[src/cpwd_pkg.sv]
// Package with port addresses, register indices, codes and timing counts.
package cpwd_pkg;
  // I/O port addresses of the index and data ports.
  localparam logic [15:0] CPWD_INDEX_PORT = 16'h002e;
  localparam logic [15:0] CPWD_DATA_PORT = 16'h002f;
  // Byte that must be written twice to the index port to unlock.
  localparam logic [7:0] CPWD_UNLOCK_KEY = 8'h87;
  // Register indices.
  localparam logic [7:0] CPWD_IDX_LDEV = 8'h07;
  localparam logic [7:0] CPWD_IDX_ACT = 8'h30;
  localparam logic [7:0] CPWD_IDX_UNIT = 8'hf0;
  localparam logic [7:0] CPWD_IDX_COUNT = 8'hf1;
  // Logical device number of the countdown supervisor.
  localparam logic [7:0] CPWD_LDEV_SUPV = 8'h08;
  // Activate and unit codes.
  localparam logic [7:0] CPWD_ACT_ON = 8'h01;
  localparam logic [7:0] CPWD_ACT_OFF = 8'h00;
  localparam logic [7:0] CPWD_UNIT_SEC = 8'h00;
  localparam logic [7:0] CPWD_UNIT_MIN = 8'h08;
  // Reset values.
  localparam logic [7:0] CPWD_RST_BYTE = 8'h00;
  // Timing: clock rate, one second in cycles, seconds per minute.
  localparam int CPWD_CLK_HZ = 10_000_000;
  localparam int CPWD_SEC_S = 1;
  localparam int CPWD_SEC_CYCLES = CPWD_SEC_S * CPWD_CLK_HZ;
  localparam int CPWD_MIN_SECONDS = 60;
  // Width of the system reset pulse in clock cycles.
  localparam logic [7:0] CPWD_RST_PULSE = 8'h10;
  // Main states of the countdown.
  typedef enum logic [2:0]
  {
    CPWD_IDLE = 3'b001,
    CPWD_RUN = 3'b010,
    CPWD_FIRE = 3'b100
  } cpwd_state_t;
endpackage

[src/cpwd_config_port_watchdog.sv]
// Countdown supervisor behind an indexed configuration port pair.
// Functional notes
// [RULE1] Enabled with a nonzero count, the counter decrements toward zero.
// [RULE2] When the count reaches zero unreloaded, a system reset is asserted.
// [RULE3] Host must reload or disable before expiry to avoid the reset.
// [RULE4] Writing 0x87 twice to index port 0x2E unlocks register access.
// [RULE5] Index to 0x2E, value to 0x2F; device 08 at index 07 selects us.
// [RULE6] Index 0x30: 01 activates, 00 deactivates and stops any reset; a pulse already firing still runs its full 16 cycles.
// [RULE7] Index 0xF0: 00 gives one-second units, 08 one-minute units.
// [RULE8] Index 0xF1 holds the count in the selected units.
// [RULE9] Host picks timeout above task runtime, reloads or disables after.
// [RULE10] Writing the count while enabled restarts from the new value.
`timescale 1ns/100ps
`default_nettype none
module cpwd_config_port_watchdog
#(
  parameter int SEC_CYCLES = cpwd_pkg::CPWD_SEC_CYCLES
)
(
  input wire logic clk,
  input wire logic reset_n,
  input wire logic io_wr,
  input wire logic io_rd,
  input wire logic [15:0] io_addr,
  input wire logic [7:0] io_wdata,
  output logic [7:0] io_rdata,
  output logic io_rvalid,
  output logic sys_reset,
  output logic cfg_unlocked,
  output logic [7:0] remain_count
);
  import cpwd_pkg::*;

  // ----------------------------------------------------------------
  // Configuration port decode
  // ----------------------------------------------------------------
  logic key_seen_reg, key_seen_next;
  logic unlocked_reg, unlocked_next;
  logic [7:0] index_reg, index_next;
  logic [7:0] ldev_reg, ldev_next;
  logic [7:0] act_reg, act_next;
  logic [7:0] unit_reg, unit_next;
  logic [7:0] count_reg, count_next;
  // Live remaining count, declared here because reads of 0xf1 return it.
  logic [7:0] cnt_reg, cnt_next;
  logic [7:0] rdata_reg, rdata_next;
  logic rvalid_reg, rvalid_next;
  logic load_pulse;
  logic sel_supv;
  logic wr_index, wr_data, rd_data;

  assign wr_index = io_wr && (io_addr == CPWD_INDEX_PORT);
  assign wr_data = io_wr && (io_addr == CPWD_DATA_PORT) && unlocked_reg;
  assign rd_data = io_rd && (io_addr == CPWD_DATA_PORT) && unlocked_reg;
  assign sel_supv = (ldev_reg == CPWD_LDEV_SUPV);

  // Register writes and reads; supervisor registers only when selected.
  always_comb
  begin
    key_seen_next = key_seen_reg;
    unlocked_next = unlocked_reg;
    index_next = index_reg;
    ldev_next = ldev_reg;
    act_next = act_reg;
    unit_next = unit_reg;
    count_next = count_reg;
    rdata_next = rdata_reg;
    rvalid_next = 1'b0;
    load_pulse = 1'b0;
    if (wr_index)
    begin
      if (!unlocked_reg)
      begin
        // Any other byte between the two keys restarts the sequence.
        if (io_wdata == CPWD_UNLOCK_KEY)
        begin
          key_seen_next = !key_seen_reg; // [RULE4]
          unlocked_next = key_seen_reg; // [RULE4]
        end
        else
        begin
          key_seen_next = 1'b0;
        end
      end
      else
      begin
        index_next = io_wdata; // [RULE5]
      end
    end
    if (wr_data)
    begin
      if (index_reg == CPWD_IDX_LDEV)
      begin
        ldev_next = io_wdata; // [RULE5]
      end
      else if (sel_supv)
      begin
        unique case (index_reg)
          CPWD_IDX_ACT: act_next = io_wdata; // [RULE6]
          CPWD_IDX_UNIT: unit_next = io_wdata; // [RULE7]
          CPWD_IDX_COUNT:
          begin
            count_next = io_wdata; // [RULE8]
            load_pulse = 1'b1; // [RULE10]
          end
          default: ;
        endcase
      end
    end
    if (rd_data)
    begin
      rvalid_next = 1'b1;
      rdata_next = 8'h00;
      if (index_reg == CPWD_IDX_LDEV)
      begin
        rdata_next = ldev_reg;
      end
      else if (sel_supv)
      begin
        unique case (index_reg)
          CPWD_IDX_ACT: rdata_next = act_reg;
          CPWD_IDX_UNIT: rdata_next = unit_reg;
          CPWD_IDX_COUNT: rdata_next = cnt_reg;
          default: rdata_next = 8'h00;
        endcase
      end
    end
  end

  always_ff @(posedge clk or negedge reset_n)
  begin
    if (!reset_n)
    begin
      key_seen_reg <= 1'b0;
      unlocked_reg <= 1'b0;
      index_reg <= CPWD_RST_BYTE;
      ldev_reg <= CPWD_RST_BYTE;
      act_reg <= CPWD_ACT_OFF;
      unit_reg <= CPWD_UNIT_SEC;
      count_reg <= CPWD_RST_BYTE;
      rdata_reg <= CPWD_RST_BYTE;
      rvalid_reg <= 1'b0;
    end
    else
    begin
      key_seen_reg <= key_seen_next;
      unlocked_reg <= unlocked_next;
      index_reg <= index_next;
      ldev_reg <= ldev_next;
      act_reg <= act_next;
      unit_reg <= unit_next;
      count_reg <= count_next;
      rdata_reg <= rdata_next;
      rvalid_reg <= rvalid_next;
    end
  end

  // ----------------------------------------------------------------
  // Countdown
  // ----------------------------------------------------------------
  cpwd_state_t state_reg, state_next;
  logic [31:0] tick_reg, tick_next;
  logic [5:0] sec_reg, sec_next;
  logic [7:0] pulse_reg, pulse_next;
  logic rst_reg, rst_next;
  logic enabled;
  logic unit_done;

  // Only the exact code 01 activates; every other value keeps it off.
  assign enabled = (act_reg == CPWD_ACT_ON);

  // A unit ends at the last cycle of a second, or of the 60th second.
  always_comb
  begin
    unit_done = (tick_reg == SEC_CYCLES - 1) &&
      ((unit_reg != CPWD_UNIT_MIN) ||
       (sec_reg == 6'(CPWD_MIN_SECONDS - 1))); // [RULE7]
  end

  // Units other than 00 and 08 run as seconds, the safer short choice.
  always_comb
  begin
    state_next = state_reg;
    tick_next = tick_reg;
    sec_next = sec_reg;
    cnt_next = cnt_reg;
    pulse_next = pulse_reg;
    rst_next = 1'b0;
    unique case (state_reg)
      CPWD_IDLE:
      begin
        tick_next = 32'h0;
        sec_next = 6'h0;
        cnt_next = count_reg;
        if (enabled && count_reg != 8'h00)
        begin
          state_next = CPWD_RUN; // [RULE1]
        end
      end
      CPWD_RUN:
      begin
        if (!enabled)
        begin
          state_next = CPWD_IDLE; // [RULE6]
        end
        else if (load_pulse)
        begin
          tick_next = 32'h0;
          sec_next = 6'h0;
          cnt_next = io_wdata; // [RULE10]
          if (io_wdata == 8'h00)
          begin
            state_next = CPWD_IDLE;
          end
        end
        else if (unit_done)
        begin
          tick_next = 32'h0;
          sec_next = 6'h0;
          cnt_next = cnt_reg - 8'h01; // [RULE1]
          if (cnt_reg == 8'h01)
          begin
            state_next = CPWD_FIRE; // [RULE2]
            pulse_next = CPWD_RST_PULSE;
          end
        end
        else
        begin
          tick_next = tick_reg + 32'h1;
          if (tick_reg == SEC_CYCLES - 1)
          begin
            tick_next = 32'h0;
            sec_next = sec_reg + 6'h1;
          end
        end
      end
      CPWD_FIRE:
      begin
        rst_next = 1'b1; // [RULE2]
        pulse_next = pulse_reg - 8'h01;
        if (pulse_reg == 8'h01)
        begin
          // The last count still drives the pulse, so it is full width.
          // Activation stays set; a reset pin would clear it in a system.
          state_next = CPWD_IDLE;
        end
      end
      default: state_next = CPWD_IDLE;
    endcase
  end

  always_ff @(posedge clk or negedge reset_n)
  begin
    if (!reset_n)
    begin
      state_reg <= CPWD_IDLE;
      tick_reg <= 32'h0;
      sec_reg <= 6'h0;
      cnt_reg <= CPWD_RST_BYTE;
      pulse_reg <= CPWD_RST_BYTE;
      rst_reg <= 1'b0;
    end
    else
    begin
      state_reg <= state_next;
      tick_reg <= tick_next;
      sec_reg <= sec_next;
      cnt_reg <= cnt_next;
      pulse_reg <= pulse_next;
      rst_reg <= rst_next;
    end
  end

  // Outputs straight from flip-flops.
  assign io_rdata = rdata_reg;
  assign io_rvalid = rvalid_reg;
  assign sys_reset = rst_reg;
  assign cfg_unlocked = unlocked_reg;
  assign remain_count = cnt_reg;
endmodule
`default_nettype wire

[config.mk]
export PLATFORM = sky130hd
export DESIGN_NAME = cpwd_config_port_watchdog
export DESIGN_NICKNAME = d
export VERILOG_FILES = /design/src/cpwd_pkg.sv /design/src/cpwd_config_port_watchdog.sv
export SDC_FILE = /design/constraint.sdc
export NUM_CORES = 1
export LEC_CHECK = 0
export BUFFER_PORTS_ARGS = -buffer_cell sky130_fd_sc_hd__buf_4
export CAP_MARGIN = 5
export CORE_ASPECT_RATIO = 0.7
export CORE_MARGIN = 10
export CORE_UTILIZATION = 54
export DETAILED_ROUTE_END_ITERATION = 16
export GPL_TIMING_DRIVEN = 0
export PLACE_DENSITY = 0.83
export SKIP_LAST_GASP = 1
export SYNTH_ARGS = -nofsm -noshare
export SYNTH_HDL_FRONTEND = slang
export SYNTH_SLANG_ARGS = --single-unit
[constraint.sdc]
create_clock -name clk -period 2.4 [get_ports clk]
set_input_delay 0.24 -clock clk [delete_from_list [all_inputs] [get_ports clk]]
set_output_delay 0.24 -clock clk [all_outputs]
set_load 0.01 [all_outputs]
==> impl_metrics.json <==
{
  "r2r_cells": 7,
  "synth-xor-area-share_pct": 2.39,
  "crit_slowest_cell": "or4bb_1",
  "cp.arrival_ns": 2.87,
  "cts_tree": "done",
  "setup_violations": 62,
  "synthFlopType": "dfrtp_1",
  "hold_depth": 3,
  "antennaDiodeCount": 0,
  "clock.fmax_ghz": 0.375,
  "clock-sinks": 109,
  "leakagePower_nw": 3.38,
  "core_sq_um": 10500,
  "hold_path_end": "io_rvalid$_DFF_PN0_",
  "max-cap-violations": 0,
  "grt_util_all_layers_pct": 21.9,
  "rr_endpoint": "pulse_reg[0]$_DFFE_PN0P_",
  "crit_cells": 7,
  "ys_types": 74,
  "rows": 31,
  "startpoint_type": "register",
  "path_cells": "or4bb_1 > nor4_4 > and4_4 > nand4_1 > buf_4 > o21ai_4 > mux2i_1",
  "setup_slack_ns": -0.264,
  "violations": "setup timing",
  "grt_pass1_vias": 5300,
  "synthAdderAreaFrac_pct": 1.28,
  "drcViolationCount": 0,
  "max_stage_delay_ns": 0.57,
  "postRouteAntennaNets": 0,
  "r2r-start": "tick_reg[14]$_DFFE_PN0P_",
  "crit_path_max_fanout": 6,
  "port_buffers": 46,
  "synth_edf_count": 0,
  "numCtsBuffers": 9,
  "period_share_pct": 111,
  "crit_path_end_kind": "register",
  "fillCellCount": 679,
  "drt-vias-per-instance": 6.79,
  "hp-start": "io_rd",
  "htreeDepth": 3,
  "place_ws_ns": -0.431,
  "status": "finished, violations left",
  "ys_ff_latch": 109,
  "antenna_found_initial": 0,
  "cp_top_family": "simple AND/OR/NAND/NOR gates",
  "final_nets": 733,
  "crit_type": "reg2reg",
  "finClkSkew_ns": 0.0109,
  "clockBufferDepth": 2,
  "path_clk_slew_ns": 0.07,
  "gp_congestion": 0.915,
  "synthCells": 611,
  "whs_ns": 0.165,
  "synth-seq-area-share_pct": 46.6,
  "die_area_sq_um": 15500,
  "rsz0062_at_grt": "true",
  "powerDensity_nw_per_um2": 471,
  "root_buffer": "clkbuf_16",
  "grt_max_degree": 110,
  "final_common_cell": "dfrtp_1",
  "die_w_microns": 144,
  "synthArstFlopShare_pct": 100,
  "synth_top_family_by_area": "simple AND/OR/NAND/NOR gates",
  "hold_class": "in2reg",
  "most-common-layout-cells": "dfrtp_1 (105), nand2_1 (84), buf_4 (68), nor2_1 (35), mux2_2 (32)",
  "grt_overflow": 0,
  "hold_viol_final": 0,
  "grt_pass1_wl_microns": 27500,
  "routedWlPerCell_microns": 22.5,
  "drive_gt1_share_pct": 33.7,
  "io_pins": 47,
  "clk_latency_ns": 0.36,
  "peakVddDrop_uv": 342,
  "die_y_microns": 107,
  "largest_register_ffs": 32,
  "synth-simple-area-share_pct": 25.9,
  "ys_warn_count": 0,
  "dpl.hpwl_microns": 11300,
  "vias": 5674,
  "first_iter_violations": 790,
  "fin_crit_ns": 2.66,
  "crit_buf_inv": 1,
  "start_util_pct": 55.9,
  "drt-pass1-iter-count": 7,
  "wirelength_microns": 18800,
  "synth_compound_area_share_pct": 14.1,
  "slew_viol_final": 0,
  "critPathRequiredTime_ns": 2.61,
  "synth_nets": 645,
  "worstMarginPinSlew_ns": 0.836,
  "yosys-mux-area-fraction_pct": 6.90,
  "worst-r2r-setup-slack_ns": -0.26,
  "relSlewSlack_pct": 44.0,
  "netlist_area_sq_um": 5850,
  "area_delta_synth_final_pct": 27.7,
  "avgSynthCellArea_sq_um": 9.58
}
[where the power goes]
group          leakage (nW)  switching [mW]  internal (mW)
registers              1.48    0.0000000439           1.83
clock network         0.145           0.727          0.847
logic                  1.75          0.0754         0.0398
[how the worst max path moves through the flow]
stage,start,slack (ns),to
3_5_place_dp,tick_reg[7]$_DFFE_PN0P_,-0.43,pulse_reg[0]$_DFFE_PN0P_
4_1_cts,ldev_reg[6]$_DFFE_PN0P_,-0.11,remain_count[2]$_DFFE_PN0P_
2_1_floorplan,tick_reg[7]$_DFFE_PN0P_,0.01,remain_count[2]$_DFFE_PN0P_
6_report,tick_reg[14]$_DFFE_PN0P_,-0.26,pulse_reg[0]$_DFFE_PN0P_
3_3_place_gp,tick_reg[0]$_DFFE_PN0P_,-0.35,tick_reg[25]$_DFFE_PN0P_
5_1_grt,tick_reg[14]$_DFFE_PN0P_,-0.31,pulse_reg[0]$_DFFE_PN0P_
[Yosys cell counts, drive strengths merged, types with 3 or more instances]
cell type | count | area (sq um)
ha | 6 | 75.1
o311ai | 5 | 43.8
nand2 | 102 | 395
buf | 8 | 61.3
and3 | 8 | 50.1
xnor2 | 5 | 43.8
dfrtp | 108 | 2700
a21oi | 19 | 95.1
o211ai | 5 | 42.5
clkbuf | 11 | 41.3
and2 | 5 | 31.3
xor2 | 11 | 96.3
a22oi | 19 | 148
o31ai | 14 | 110
inv | 15 | 56.3
nor2 | 50 | 190
or4b | 3 | 30.0
a21o | 5 | 37.5
mux2 | 35 | 394
and4 | 10 | 87.6
or3 | 7 | 43.8
a31oi | 3 | 18.8
nor4b | 6 | 58.8
nor3 | 11 | 60.1
nor2b | 5 | 31.3
nand4 | 15 | 93.8
nand3 | 32 | 173
a41oi | 3 | 33.8
or4 | 7 | 56.3
nor4 | 13 | 103
o21a | 3 | 22.5
o21ai | 33 | 165
[tightest hold or removal path: cells and delay by family]
kind	cells	cell delay [ns]
simple gates	2	0.12
buf+inv	1	0.12
[cell families (layout without fill, tap and decap cells)]
kind of cell / Yosys count / count (layout)
DFF: 109 / 109
buffers and inverters: 35 / 128
and+or+nand+nor: 287 / 287
AOI/OAI and AO/OA: 122 / 122
xor gates and xnor gates: 16 / 16
muxes: 36 / 36
adders and majority gates: 6 / 6
[layout make-up]
cell class	instances	area (sq um)	area share (%)
buffer	14	100	1.34
timing repair buffer	82	704	9.42
clock inverter	6	71.3	0.954
sequential	109	2730	36.6
tap	132	165	2.21
clock buffer	10	239	3.20
multi-input combinational	467	3400	45.5
inverter	16	60.1	0.803
[through the flow]
step	instance area (sq um)	setup TNS, ns	power [mW]	util [%]	std cells
2_1_floorplan	5870	0	1.88	-	611
3_3_place_gp	6380	-12.39	1.97	60.9	789
3_5_place_dp	6380	-18.06	1.97	60.9	789
4_1_cts	7100	-2.52	3.49	67.8	828
5_1_grt	7480	-8.83	3.61	71.4	836
6_report	7480	-6.39	3.52	71.4	836
[routing by layer]
layer / track usage, % / wire length, microns / vias up
met4: 7.19 / 661 / 0
met2: 33.8 / 8880 / 408
met1: 30.2 / 7370 / 2742
li1: - / - / 2430
met5: 0 / 0 / -
met3: 4.59 / 1900 / 94
[repair_timing]
| item | 4_1_cts | 5_1_grt |
|---|---|---|
| hold buffers | 0 | 1 |
| gates resized for setup | 63 | 72 |
| pin swaps | 30 | 36 |
| setup endpoints to repair | 85 | 96 |
| cloned | 1 | 1 |
| setup buffers | 24 | 9 |
| endpoints found under the hold margin | 0 | 45 |
Power figures use the tool's default switching activity.
